--- src/nand_opcode_pkg.sv ---
// Opcode classes, interface modes and timing constants for the target
// command decoder. Assumes a 250 MHz system clock.
package nand_opcode_pkg;

	// Clock and timing
	localparam int CLK_PERIOD_NS          = 4;
	localparam int WRITE_TO_BUSY_DELAY_NS = 100;
	localparam int WRITE_TO_BUSY_CYCLES   =
		(WRITE_TO_BUSY_DELAY_NS / CLK_PERIOD_NS) > 1 ?
		(WRITE_TO_BUSY_DELAY_NS / CLK_PERIOD_NS) : 1;
	localparam int RESET_BUSY_NS          = 5000;
	localparam int RESET_BUSY_CYCLES      = RESET_BUSY_NS / CLK_PERIOD_NS;
	localparam int CNT_W                  = 16;

	// Opcodes
	localparam logic [7:0] OP_PROGRAM        = 8'h80;
	localparam logic [7:0] OP_COPYBACK       = 8'h85;
	localparam logic [7:0] OP_CONFIRM_COMMIT = 8'h10;
	localparam logic [7:0] OP_READ_PARAM     = 8'hec;
	localparam logic [7:0] OP_READ_UID       = 8'hed;
	localparam logic [7:0] OP_GET_FEAT       = 8'hee;
	localparam logic [7:0] OP_SET_FEAT       = 8'hef;
	localparam logic [7:0] OP_DUTY_TRAIN     = 8'h18;
	localparam logic [7:0] OP_READ_DQ_TRAIN  = 8'h62;
	localparam logic [7:0] OP_TX_TRAIN_PAT   = 8'h63;
	localparam logic [7:0] OP_TX_TRAIN_RB    = 8'h64;
	localparam logic [7:0] OP_RX_TRAIN       = 8'h76;
	localparam logic [7:0] OP_LUN_GET_FEAT   = 8'hd4;
	localparam logic [7:0] OP_LUN_SET_FEAT   = 8'hd5;
	localparam logic [7:0] OP_CAL_SHORT      = 8'hd9;
	localparam logic [7:0] OP_CAL_LONG       = 8'hf9;
	localparam logic [7:0] OP_RESET_LUN      = 8'hfa;
	localparam logic [7:0] OP_SYNC_RESET     = 8'hfc;
	localparam logic [7:0] OP_RESET          = 8'hff;
	localparam logic [7:0] OP_VOLUME_SELECT  = 8'he1;
	localparam logic [7:0] OP_TERM_CONFIG    = 8'he2;

	typedef enum logic [1:0] {
		IF_SINGLE_RATE,
		IF_DOUBLE_RATE_V1,
		IF_DOUBLE_RATE_V2,
		IF_DOUBLE_RATE_V3
	} iface_e;

	typedef enum logic [1:0] {
		CLS_STANDARD,
		CLS_VENDOR,
		CLS_RESERVED
	} opclass_e;

	typedef enum logic [4:0] {
		CMD_NONE,
		CMD_READ_PARAM,
		CMD_READ_UID,
		CMD_GET_FEAT,
		CMD_SET_FEAT,
		CMD_DUTY_TRAIN,
		CMD_READ_DQ_TRAIN,
		CMD_TX_TRAIN_PAT,
		CMD_TX_TRAIN_RB,
		CMD_RX_TRAIN,
		CMD_LUN_GET_FEAT,
		CMD_LUN_SET_FEAT,
		CMD_CAL_SHORT,
		CMD_CAL_LONG,
		CMD_RESET_LUN,
		CMD_SYNC_RESET,
		CMD_RESET,
		CMD_PROGRAM_START,
		CMD_COPYBACK_START,
		CMD_COMMIT,
		CMD_VOLUME_SELECT,
		CMD_TERM_CONFIG,
		CMD_VENDOR
	} cmd_e;

	// Decoded result of one command cycle
	typedef struct packed {
		logic     valid;
		cmd_e     cmd;
		opclass_e cls;
		logic     targetLevel;
		logic     okOtherBusy;
		logic     okSelfBusy;
	} decode_s;

	// Feature settings: retained ones survive a full reset
	typedef struct packed {
		logic [7:0] retained;
		logic [7:0] volatileSet;
		logic       termEnable;
	} feat_s;

	localparam logic [7:0] FEAT_RESET_VAL = 8'h00;

endpackage

--- src/nand_opcode_classify.sv ---
// Pure opcode classifier: standard, vendor and reserved opcode classes.
// Assumes the opcode is stable while cmdValid is high.
`timescale 1ns/1ps
module nand_opcode_classify (
	// Command cycle
	input  wire logic                    cmdValid,
	input  wire logic [7:0]              opcode,
	input  wire logic                    volSelSupport,
	input  wire logic                    termSupport,
	// Result
	output nand_opcode_pkg::decode_s     dec
);

	function automatic logic isReserved(input logic [7:0] op);
		case (op)
			8'h0b, 8'h12, 8'h14, 8'h1b, 8'h1c,
			8'h82, 8'h83, 8'h86, 8'h8e: isReserved = 1'b1;
			default: isReserved = 1'b0;
		endcase
	endfunction

	function automatic logic isStandard(input logic [7:0] op);
		case (op)
			8'h00, 8'h05, 8'h06, 8'h10, 8'h11, 8'h15, 8'h18, 8'h30,
			8'h31, 8'h32, 8'h35, 8'h3f, 8'h60, 8'h62, 8'h63, 8'h64,
			8'h70, 8'h76, 8'h78, 8'h80, 8'h81, 8'h85, 8'h90, 8'hd0,
			8'hd1, 8'hd4, 8'hd5, 8'hd9, 8'he0, 8'he1, 8'he2, 8'hec,
			8'hed, 8'hee, 8'hef, 8'hf1, 8'hf2, 8'hf9, 8'hfa, 8'hfc,
			8'hff: isStandard = 1'b1;
			default: isStandard = 1'b0;
		endcase
	endfunction

	always_comb begin
		dec = '0;
		dec.cmd = nand_opcode_pkg::CMD_NONE;
		if (isReserved(opcode)) begin
			dec.cls = nand_opcode_pkg::CLS_RESERVED;
		end else if (isStandard(opcode)) begin
			dec.cls = nand_opcode_pkg::CLS_STANDARD;
		end else begin
			dec.cls = nand_opcode_pkg::CLS_VENDOR;
		end
		case (opcode)
			nand_opcode_pkg::OP_READ_PARAM: begin
				dec.cmd = nand_opcode_pkg::CMD_READ_PARAM;
				dec.targetLevel = 1'b1;
			end
			nand_opcode_pkg::OP_READ_UID: begin
				dec.cmd = nand_opcode_pkg::CMD_READ_UID;
				dec.targetLevel = 1'b1;
			end
			nand_opcode_pkg::OP_GET_FEAT: begin
				dec.cmd = nand_opcode_pkg::CMD_GET_FEAT;
				dec.targetLevel = 1'b1;
			end
			nand_opcode_pkg::OP_SET_FEAT: begin
				dec.cmd = nand_opcode_pkg::CMD_SET_FEAT;
				dec.targetLevel = 1'b1;
			end
			nand_opcode_pkg::OP_LUN_GET_FEAT: begin
				dec.cmd = nand_opcode_pkg::CMD_LUN_GET_FEAT;
				dec.okOtherBusy = 1'b1;
			end
			nand_opcode_pkg::OP_LUN_SET_FEAT: begin
				dec.cmd = nand_opcode_pkg::CMD_LUN_SET_FEAT;
				dec.okOtherBusy = 1'b1;
			end
			nand_opcode_pkg::OP_CAL_SHORT: begin
				dec.cmd = nand_opcode_pkg::CMD_CAL_SHORT;
				dec.okOtherBusy = 1'b1;
			end
			nand_opcode_pkg::OP_CAL_LONG: begin
				dec.cmd = nand_opcode_pkg::CMD_CAL_LONG;
				dec.okOtherBusy = 1'b1;
			end
			nand_opcode_pkg::OP_READ_DQ_TRAIN:
				dec.cmd = nand_opcode_pkg::CMD_READ_DQ_TRAIN;
			nand_opcode_pkg::OP_TX_TRAIN_PAT:
				dec.cmd = nand_opcode_pkg::CMD_TX_TRAIN_PAT;
			nand_opcode_pkg::OP_TX_TRAIN_RB:
				dec.cmd = nand_opcode_pkg::CMD_TX_TRAIN_RB;
			nand_opcode_pkg::OP_RX_TRAIN:
				dec.cmd = nand_opcode_pkg::CMD_RX_TRAIN;
			nand_opcode_pkg::OP_DUTY_TRAIN:
				dec.cmd = nand_opcode_pkg::CMD_DUTY_TRAIN;
			nand_opcode_pkg::OP_RESET_LUN: begin
				dec.cmd = nand_opcode_pkg::CMD_RESET_LUN;
				dec.okOtherBusy = 1'b1;
				dec.okSelfBusy = 1'b1;
			end
			nand_opcode_pkg::OP_SYNC_RESET: begin
				dec.cmd = nand_opcode_pkg::CMD_SYNC_RESET;
				dec.okOtherBusy = 1'b1;
				dec.okSelfBusy = 1'b1;
				dec.targetLevel = 1'b1;
			end
			nand_opcode_pkg::OP_RESET: begin
				dec.cmd = nand_opcode_pkg::CMD_RESET;
				dec.okOtherBusy = 1'b1;
				dec.okSelfBusy = 1'b1;
				dec.targetLevel = 1'b1;
			end
			nand_opcode_pkg::OP_PROGRAM:
				dec.cmd = nand_opcode_pkg::CMD_PROGRAM_START;
			nand_opcode_pkg::OP_COPYBACK:
				dec.cmd = nand_opcode_pkg::CMD_COPYBACK_START;
			nand_opcode_pkg::OP_CONFIRM_COMMIT:
				dec.cmd = nand_opcode_pkg::CMD_COMMIT;
			nand_opcode_pkg::OP_VOLUME_SELECT:
				if (volSelSupport) begin
					dec.cmd = nand_opcode_pkg::CMD_VOLUME_SELECT;
				end
			nand_opcode_pkg::OP_TERM_CONFIG:
				if (termSupport) begin
					dec.cmd = nand_opcode_pkg::CMD_TERM_CONFIG;
				end
			default:
				if (dec.cls == nand_opcode_pkg::CLS_VENDOR) begin
					dec.cmd = nand_opcode_pkg::CMD_VENDOR;
				end
		endcase
		// Reserved or unimplemented opcodes yield no valid decode
		dec.valid = cmdValid && (dec.cmd != nand_opcode_pkg::CMD_NONE)
			&& (dec.cls != nand_opcode_pkg::CLS_RESERVED);
	end

endmodule

--- src/nand_target_opcode_decode_reset.sv ---
// Target command-cycle decoder with full-reset sequencing.
// Outputs are registered; strobes stand one cycle.
// Busy length is a parameter so benches can shorten it.
// Limitation: busy length is fixed, not tied to the array.
// Assumes command cycles arrive as one-cycle latch pulses synchronous to
// clk_sys; the bus timing front end sits outside this block.
`timescale 1ns/1ps

module nand_target_opcode_decode_reset #(
	parameter int RESET_BUSY = nand_opcode_pkg::RESET_BUSY_CYCLES
) (
	// Clock and reset
	input  wire logic                 clk_sys,
	input  wire logic                 nrst,
	// Command and address cycles from the bus front end
	input  wire logic                 cmdLatch,
	input  wire logic                 addrLatch,
	input  wire logic [7:0]           busByte,
	input  wire logic                 addrHasRow,
	// Bus idle state and data strobe
	input  wire logic                 busIdle,
	input  wire logic                 dataStrobe,
	// Capabilities and status from the array side
	input  wire logic                 volSelSupport,
	input  wire logic                 termSupport,
	input  wire logic                 accessedLunBusy,
	input  wire logic                 otherLunBusy,
	// Feature writes
	input  wire logic                 featWrite,
	input  wire logic                 featRetainSel,
	input  wire logic [7:0]           featData,
	input  wire nand_opcode_pkg::iface_e featIface,
	// Decoded command out
	output nand_opcode_pkg::cmd_e     cmdOut,
	output logic                      cmdStrobe,
	output logic                      needSecond,
	output logic                      commitStrobe,
	output logic                      addrColOnly,
	// Reset and status
	output logic                      lunResetAll,
	output logic                      readyBusy,
	output nand_opcode_pkg::iface_e   ifaceMode,
	output nand_opcode_pkg::feat_s    features,
	output logic                      termActive,
	output logic                      addrError
);

	// ********
	// State
	// ********
	// One packed struct holds every flop; one always_ff
	// registers it and the comb block edits a copy.
	// States: single commands, pair wait, reset busy.
	typedef enum logic [1:0] {
		ST_IDLE,
		ST_WAIT_SECOND,
		ST_RESET_BUSY
	} state_e;

	// cnt times the busy stretch; smallMove marks an open
	// 80h or 85h pair that only its own 10h may commit.
	// cmd holds the last accepted command.
	typedef struct packed {
		state_e                     st;
		nand_opcode_pkg::cmd_e      cmd;
		logic                       strobe;
		logic                       second;
		logic                       commit;
		logic                       colOnly;
		logic                       smallMove;
		logic                       lunReset;
		logic                       rdy;
		logic [nand_opcode_pkg::CNT_W-1:0] cnt;
		nand_opcode_pkg::iface_e    iface;
		nand_opcode_pkg::feat_s     feat;
		logic                       term;
		logic                       addrErr;
	} regs_s;

	regs_s st_ff;
	regs_s nxt_st;
	nand_opcode_pkg::decode_s dec;
	logic  fullReset;

	// ********
	// Opcode classification
	// ********
	// Purely combinational; it only counts while cmdLatch
	// is high. Straps gate E1h and E2h in there.
	nand_opcode_classify u_classify (
		.cmdValid      (cmdLatch),
		.opcode        (busByte),
		.volSelSupport (volSelSupport),
		.termSupport   (termSupport),
		.dec           (dec)
	);

	// FFh bypasses busy gating and the pair wait
	assign fullReset = dec.valid
		&& (dec.cmd == nand_opcode_pkg::CMD_RESET);

	// ********
	// Busy gating
	// ********
	// Per-LUN commands never wait on other LUNs; only
	// target-level ones do. FFh never reaches this.
	function automatic logic busyOk(input nand_opcode_pkg::decode_s d,
		input logic selfBusy, input logic otherBusy);
		logic selfOk;
		logic otherOk;
		selfOk  = !selfBusy || d.okSelfBusy;
		otherOk = !otherBusy || d.okOtherBusy || !d.targetLevel;
		busyOk  = selfOk && otherOk;
	endfunction

	// ********
	// Next-state logic
	// ********
	// Pulses default low, so no strobe stands two cycles.
	// Priority: full reset, then the state machine.
	always_comb begin
		nxt_st          = st_ff;
		nxt_st.strobe   = 1'b0;
		nxt_st.commit   = 1'b0;
		nxt_st.lunReset = 1'b0;
		nxt_st.addrErr  = 1'b0;

		// Termination only follows the inverted strobe when enabled and
		// on an idle bus, so data cycles see no false enable.
		if (st_ff.feat.termEnable && busIdle) begin
			nxt_st.term = !dataStrobe;
		end else begin
			nxt_st.term = 1'b0;
		end

		// Change write/row address form check on address cycles;
		// a row address clears addrColOnly.
		if (addrLatch && st_ff.st == ST_WAIT_SECOND) begin
			nxt_st.colOnly = !addrHasRow;
		end

		// Writes are dropped during reset busy so the restored defaults
		// stay whole; bit 0 is the termination enable.
		if (featWrite && st_ff.st != ST_RESET_BUSY) begin
			if (featRetainSel) begin
				nxt_st.feat.retained = featData;
			end else begin
				nxt_st.feat.volatileSet = featData;
				nxt_st.feat.termEnable  = featData[0];
			end
			nxt_st.iface = featIface;
		end

		// Full reset wins over any state, including a busy array
		if (fullReset) begin
			nxt_st.st       = ST_RESET_BUSY;
			nxt_st.cmd      = dec.cmd;
			nxt_st.strobe   = 1'b1;
			nxt_st.second   = 1'b0;
			nxt_st.lunReset = 1'b1;
			nxt_st.rdy      = 1'b0;
			// A second FFh while busy restarts a full stretch
			nxt_st.cnt      = '0;
			nxt_st.smallMove = 1'b0;
			// Volatile features return to power-up values
			nxt_st.feat.volatileSet = nand_opcode_pkg::FEAT_RESET_VAL;
			nxt_st.feat.termEnable  = 1'b0;
			// Retained field is left untouched
			nxt_st.feat.retained = st_ff.feat.retained;
			// v1 and v2 drop to single rate; v3 is kept so
			// a host at v3 keeps its link across reset.
			if (st_ff.iface == nand_opcode_pkg::IF_DOUBLE_RATE_V3) begin
				nxt_st.iface = nand_opcode_pkg::IF_DOUBLE_RATE_V3;
			end else begin
				nxt_st.iface = nand_opcode_pkg::IF_SINGLE_RATE;
			end
		end else begin
			// Normal decoding, one state at a time
			case (st_ff.st)
				ST_IDLE: begin
					// Refused opcodes are dropped; nothing changes
					if (dec.valid && busyOk(dec, accessedLunBusy,
						otherLunBusy)) begin
						nxt_st.cmd    = dec.cmd;
						nxt_st.strobe = 1'b1;
						if (dec.cmd == nand_opcode_pkg::CMD_PROGRAM_START ||
							dec.cmd == nand_opcode_pkg::CMD_COPYBACK_START)
						begin
							// 80h or 85h opens the small move pair
							nxt_st.st        = ST_WAIT_SECOND;
							nxt_st.second    = 1'b1;
							nxt_st.smallMove = 1'b1;
							nxt_st.colOnly   = 1'b1;
						end
						// FCh and FAh only pulse the LUN reset
						if (dec.cmd == nand_opcode_pkg::CMD_SYNC_RESET ||
							dec.cmd == nand_opcode_pkg::CMD_RESET_LUN) begin
							nxt_st.lunReset = 1'b1;
						end
					end
					// Anything else leaves state and ready/busy alone
				end
				ST_WAIT_SECOND: begin
					// Only 10h closes the pair; 85h re-entry edits
					// the address form; others are flagged.
					if (dec.valid) begin
						if (dec.cmd == nand_opcode_pkg::CMD_COMMIT &&
							st_ff.smallMove) begin
							nxt_st.commit    = 1'b1;
							nxt_st.cmd       = dec.cmd;
							nxt_st.strobe    = 1'b1;
							nxt_st.st        = ST_IDLE;
							nxt_st.second    = 1'b0;
							nxt_st.smallMove = 1'b0;
						end else if (dec.cmd ==
							nand_opcode_pkg::CMD_COPYBACK_START) begin
							// Change write column / row address re-entry
							nxt_st.colOnly = 1'b1;
						end else begin
							nxt_st.addrErr = 1'b1;
						end
					end
				end
				ST_RESET_BUSY: begin
					// Compare ends one short: busy stands
					// exactly RESET_BUSY cycles.
					if (st_ff.cnt >= nand_opcode_pkg::CNT_W'(RESET_BUSY - 1))
					begin
						nxt_st.st  = ST_IDLE;
						nxt_st.rdy = 1'b1;
						nxt_st.cnt = '0;
					end else begin
						nxt_st.cnt = st_ff.cnt + 1'b1;
					end
				end
				default: begin
					// Unused encoding: back to idle, no lock-up
					nxt_st.st = ST_IDLE;
				end
			endcase
		end
	end

	// ********
	// State register
	// ********
	// Reset: ready high, single rate, no command seen
	always_ff @(posedge clk_sys or negedge nrst) begin
		if (!nrst) begin
			st_ff      <= '0;
			st_ff.st   <= ST_IDLE;
			st_ff.cmd  <= nand_opcode_pkg::CMD_NONE;
			st_ff.rdy  <= 1'b1;
			st_ff.iface <= nand_opcode_pkg::IF_SINGLE_RATE;
		end else begin
			st_ff <= nxt_st;
		end
	end

	// ********
	// Outputs
	// ********
	// Every output comes straight from a flop.
	// ifaceMode picks the front end's timing set.
	assign cmdOut       = st_ff.cmd;
	assign cmdStrobe    = st_ff.strobe;
	assign needSecond   = st_ff.second;
	assign commitStrobe = st_ff.commit;
	assign addrColOnly  = st_ff.colOnly;
	assign lunResetAll  = st_ff.lunReset;
	assign readyBusy    = st_ff.rdy;
	assign ifaceMode    = st_ff.iface;
	assign features     = st_ff.feat;
	assign termActive   = st_ff.term;
	assign addrError    = st_ff.addrErr;

endmodule

--- config.mk ---
export PLATFORM = sky130hd
export DESIGN_NAME = nand_target_opcode_decode_reset
export DESIGN_NICKNAME = d
export VERILOG_FILES = /design/src/nand_opcode_pkg.sv /design/src/nand_opcode_classify.sv /design/src/nand_target_opcode_decode_reset.sv
export SDC_FILE = /design/constraint.sdc
export NUM_CORES = 1
export LEC_CHECK = 0
export BUFFER_PORTS_ARGS = -buffer_cell sky130_fd_sc_hd__clkbuf_2
export CORE_ASPECT_RATIO = 2
export CORE_UTILIZATION = 40
export DETAILED_ROUTE_END_ITERATION = 12
export PLACE_DENSITY_LB_ADDON = 0.05
export SLEW_MARGIN = 15
export SYNTH_ARGS = -nofsm -noshare
export SYNTH_HDL_FRONTEND = slang
export SYNTH_SLANG_ARGS = --single-unit
--- constraint.sdc ---
create_clock -name clk_sys -period 5.95 [get_ports clk_sys]
set_clock_uncertainty 0.15 [all_clocks]
set_input_delay 0.2975 -clock clk_sys [delete_from_list [all_inputs] [get_ports clk_sys]]
set_output_delay 0.2975 -clock clk_sys [all_outputs]
set_load 0.05 [all_outputs]
[After elaboration in Yosys (flattened, before gate mapping)]
Index checks and enable logic that the tools add are counted.
Storage, ports and cells
  logic and storage cells: 170
  flip-flop bits (word level): 51
  output and inout bits: 32
Operators by class
  reduce and logical (&&, ||, !) cells: 37
  equal/unequal tests: 67
  bitwise operators: 1
  order comparisons: 1
  multiplexer cells: 47
  add/sub/neg operators: 1
Operators with widths (count)
  == test 8 bit (second input constant): 26
  one-hot mux 5 bit (21 select lines): 1
  == test 8 x 5 -> 1 bit (second input constant): 8
  2-to-1 mux 19 bit: 3
  == test 8 x 7 -> 1 bit (second input constant): 7
  OR reduction 41 bit: 1
  == test 8 x 6 -> 1 bit (second input constant): 5
  2-to-1 mux 9 bit: 3
  2-to-1 mux 1 bit: 22
  == test 5 bit (second input constant): 4
  2-to-1 mux 17 bit: 1
  adder 16 x 1 -> 16 bit (second input constant): 1
  == test 8 x 3 -> 1 bit (second input constant): 2
  >= comparator 16 x 11 -> 1 bit (second input constant): 1
  2-to-1 mux 16 bit: 1
  2-to-1 mux 5 bit: 3
  one-hot mux 7 bit (2 select lines): 1
  2-to-1 mux 12 bit: 1
  2-to-1 mux 2 bit: 6
  != test 3 bit (second input constant): 4
  == test 5 x 4 -> 1 bit (second input constant): 2
  2-to-1 mux 10 bit: 1
  AND reduction 5 bit: 2
  logical AND 1 bit: 9
  25 further kinds: 39

[Longest topological paths before layout]
  depth after elaboration: 16
  mapped depth: 11
  gate-level depth less buffers: 10

[Modules after synthesis]
A second synthesis with hierarchy kept.
Second synthesis, totals
  cell total of the unflattened synthesis: 378
  area, all modules: 3503.4 sq um
Modules (own cells, without submodules)
  nand_target_opcode_decode_reset: instances 1, cells an instance 236, area each 2539.9 sq um
  nand_opcode_classify: instances 1, cells an instance 142, area each 963.4 sq um

[Least setup slack after synthesis]
No wires, ideal clock.
  path type: input -> register
  start: in busByte[4]
  end: reg st_ff, in the netlist ifaceMode[1]
  arrival: 2298 ps
  data required time: 5679 ps
  setup slack: 3381 ps
  stages on the path: 9
  library setup time: 121 ps
  cells stage by stage: buf_4 nand2b_1 a211o_1 o2bb2ai_2 nand4_2 nor3_4 buf_4 mux2_1 a22o_1
Between the ends
  cells in the longest elaborated chain, start to end: 14
  elaborated cells on any way between the ends: 68
Ends and longest elaborated chain
  start, declared: RTL line nand_target_opcode_decode_reset.sv:18  | input wire logic [7:0] busByte,
  == test 8 x 3 -> 1 bit, or another cell as far along: RTL line nand_opcode_classify.sv:23  | case (op)
  OR reduction 41 bit: RTL line nand_opcode_classify.sv:23
  2-to-1 mux 1 bit: RTL line nand_opcode_classify.sv:23
  2-to-1 mux 1 bit: RTL line nand_opcode_classify.sv:37  | if (isReserved(opcode)) begin
  2-to-1 mux 1 bit: RTL line nand_opcode_classify.sv:39  | end else if (isStandard(opcode)) begin
  2-to-1 mux 2 bit: RTL line nand_opcode_classify.sv:37
  == test 2 x 1 -> 1 bit: RTL line nand_opcode_classify.sv:119  | if (dec.cls == nand_opcode_pkg::CLS_VENDOR) begin
  2-to-1 mux 5 bit: RTL line nand_opcode_classify.sv:119
  one-hot mux 5 bit (21 select lines): RTL line nand_opcode_classify.sv:44  | case (opcode)
  nonzero test 5 bit: RTL line nand_opcode_classify.sv:124  | dec.valid = cmdValid && (dec.cmd != nand_opcode_pkg::CMD_NONE)
  logical AND 1 bit: RTL line nand_opcode_classify.sv:124
  logical AND 1 bit: RTL line nand_opcode_classify.sv:125  | && (dec.cls != nand_opcode_pkg::CLS_RESERVED);
  logical AND 1 bit *: RTL line nand_target_opcode_decode_reset.sv:100  | && (dec.cmd == nand_opcode_pkg::CMD_RESET);
  2-to-1 mux 19 bit or nonzero test 2 bit (tied branches)
  end signal, assigned: RTL line nand_target_opcode_decode_reset.sv:256  | st_ff <= nxt_st;
  end, declared: RTL line nand_target_opcode_decode_reset.sv:80  | regs_s st_ff;
Every way passes the cells marked *; elsewhere a longest branch is shown, timed or not. The select of a mux whose other input is x is not followed.
A chain may end at the register's enable or synchronous reset.

[Worst setup path in the final report]
  start: in busByte[1]
  end: reg st_ff, in the netlist features[11]
Between the ends
  cells in the longest elaborated chain, start to end: 15
  elaborated cells on any way between the ends: 68
Ends and longest elaborated chain (RTL line)
  == test 8 x 3 -> 1 bit, or another cell as far along: nand_opcode_classify.sv:23
  OR reduction 41 bit: nand_opcode_classify.sv:23
  2-to-1 mux 1 bit: nand_opcode_classify.sv:23
  2-to-1 mux 1 bit: nand_opcode_classify.sv:37
  2-to-1 mux 1 bit: nand_opcode_classify.sv:39
  2-to-1 mux 2 bit: nand_opcode_classify.sv:37
  == test 2 x 1 -> 1 bit: nand_opcode_classify.sv:119
  2-to-1 mux 5 bit: nand_opcode_classify.sv:119
  one-hot mux 5 bit (21 select lines): nand_opcode_classify.sv:44
  nonzero test 5 bit: nand_opcode_classify.sv:124
  logical AND 1 bit: nand_opcode_classify.sv:124
  logical AND 1 bit: nand_opcode_classify.sv:125
  logical AND 1 bit *: nand_target_opcode_decode_reset.sv:100
  inverter 1 bit (no line) *
  AND reduction 3 bit (no line) *
Marks and branches as above.

==> results_dict.tcl <==
set metrics [dict create \
    status "finished, final reports clean" \
    core_um2 8351 \
    min_from "busIdle" \
    max-slew-margin-rel 0.4405 \
    hold_violations 0 \
    r2r_end "st_ff[28]" \
    synth_area_um2 3462 \
    yosysSeqAreaShare 0.3618 \
    ios 63 \
    grt_pass1_vias 3059 \
    drt_pass1_iterations 4 \
    r2r-start "st_ff[21]" \
    crit_arrival_ps 3210 \
    maxSlewViolCount 0 \
    synthesis.nets 415 \
    fill_cells 860 \
    ctsResizeCount 0 \
    yosys_warnings 0 \
    insertedDiodeCount 0 \
    final_common_cell "clkbuf_2" \
    grt_pass1_wl_mm 14.95 \
    grt_use_total 0.2227 \
    cp_max_fo 25 \
    ir_worst_vdd_mv 0.1186 \
    ant_nets 0 \
    setup_violations 0 \
    htreeDepth 2 \
    static-leakage-power_uw 0.001685 \
    avgSynthCellArea_um2 9.087 \
    worstHoldEndpoint "termActive" \
    drive_gt1_frac 0.2652 \
    fmax_mhz 314.8 \
    routabilityCongestion 0.9308 \
    final.min_clock_period_ps 3176 \
    drt_iter0_drc 156 \
    final_cell_mix "62 x clkbuf_2, 49 x dfrtp_1, 39 x nand2_1, 25 x nor2_1, 21 x o21ai_0" \
    cellPowerDensity_nw_per_um2 308.8 \
    clock_latency_ps 300 \
    grt_antenna_before_repair 0 \
    r2r.worst_path.cells 8 \
    grt_max_degree 51 \
    cp-end-kind "register" \
    hold_class "input pin to register" \
    post_drt_wl_per_cell_um 18.15 \
    numPortBuffers 62 \
    drt_wl_total_mm 9.238 \
    die_w_um 67.79 \
    cts.clk_slew.worst_paths_ps 60 \
    cp-start-kind "input pin" \
    tns_ps 0 \
    cts_root_buffer "clkbuf_16" \
    worstPathRequired_ps 5980 \
    drv_cap 0 \
    start_util 0.4146 \
    drc 0 \
    chipHeight_um 133.6 \
    via_per_inst 5.837 \
    post_cts_buffers 0 \
    synth_cell_types 77 \
    worst_slew_pin_slew_ps 836.2 \
    holdPathStages 3 \
    syn_inst 381 \
    fin_crit_sh 0.5338 \
    synth-edff-count 0 \
    clock_path_buffers 2 \
    crit_type "input pin to register" \
    num_rows 47 \
    overflow 0 \
    clock-sinks 50 \
    synth_seq_cells 50 \
    place_hpwl_mm 7.128 \
    syn2layout_area_growth_pct 9.071 \
    async_flop_share 1.000 \
    layout_setup_ws_ps 2774 \
    yosys_most_used_dff "dfrtp_1" \
    rsz0062_at_grt "no" \
    dp_slack_ps 2475 \
    fin_nets 444 \
    cts_inserted_buffers 5 \
    r2r_slack_ps 3630 \
    design.die.area_um2 9054 \
    cts_tree "yes" \
    vias 2971 \
]
-- routing by layer --
metal / global-route usage / wire length, µm
met5: 0 / 0
met4: 0.1539 / 538
met3: 0.02825 / 213
met2: 0.4164 / 5200
met1: 0.2067 / 3286
-- worst max-delay path by stage --
| stage | from | end |
|---|---|---|
| floorplan | busByte[4] | ifaceMode[1] |
| global placement | busByte[1] | features[9] |
| detailed placement | busByte[1] | features[11] |
| CTS | busByte[1] | features[11] |
| global route | busByte[1] | st_ff[23] |
| finish | busByte[1] | features[11] |
-- final cells by class --
cell class	count	area, µm²	share of cell area
clock inverters	2	12.51	0.003313
clock buffers	6	138.9	0.03678
flip-flops and latches	50	1252	0.3317
well taps	98	122.6	0.03247
repair buffers	66	345.3	0.09145
inverters	10	37.54	0.009940
multi-input cells	277	1867	0.4944
-- kinds of logic (layout without fill, tap and decap cells) --
group	count (synthesis)	after routing	share of synthesized area
AND/OR/NAND/NOR	167	167	0.2891
AO/OA/AOI/OAI	91	91	0.1894
buffers and inverters	54	84	0.09902
flip-flops	50	50	0.3618
multiplexers	12	12	0.03975
XOR/XNOR	4	4	0.01012
adder cells (fa/ha/maj)	3	3	0.01084
-- repair_timing --
item,in CTS,in global routing
hold buffers,2,0
endpoints found under the hold margin,40,0
endpoints found under the setup margin,0,0
-- synth_stat cells, types with 4 or more instances --
library cell  instances  area [µm²]
mux2_2                9       101.4
o21ai_0              21       105.1
nand2_1              39       146.4
a211o_1               4       35.03
nor2b_1               9       56.30
dfrtp_1              49        1226
nor3_1                5       25.02
buf_2                10       50.05
and3_1                9       56.30
nor2_1               25       93.84
nor4_1                5       31.28
and2_1                8       50.05
inv_1                 9       33.78
nand3b_1              4       30.03
o31ai_1               4       30.03
o21ai_1               5       25.02
buf_4                32       240.2
a21oi_1              19       95.09
nand3_1               9       45.04
nand2b_1             18       112.6
-- worst max-delay path: stages --
cell and delay, ps:
clkbuf_2 340, nor4_2 680, a21oi_1 190, o2bb2ai_2 330, nand4_2 220, nor3_4 150, buf_4 300, nor2_2 100
nand2_2 200, mux2_2 360
-- per-stage QoR --
stage	instances	hold slack [ps]	cell area (µm²)	utilization	total power, µW
6_report	509	43.44	3776	0.4522	1166
5_1_grt	509	72.82	3776	0.4522	1234
4_1_cts	509	43.40	3776	0.4522	1181
3_5_place_dp	499	305.9	3605	0.4317	882.1
3_3_place_gp	499	295.9	3605	0.4317	876.9
2_1_floorplan	381	-148.1	3462	-	825.7
-- power by group --
group	internal, µW	total [µW]	switching (µW)
registers	399	442	43.5
clock network	167	294	128
logic	119	430	310
-- state kept, by name, summed over array words and instances (netlist names) --
name and flops:
readyBusy 1, termActive 1, lunResetAll 1, addrColOnly 1, cmdOut 5, addrError 1
needSecond 1, ifaceMode 2, cmdStrobe 1, commitStrobe 1, st_ff 19, features 16
Note: power is estimated with default switching activity, not from simulation.
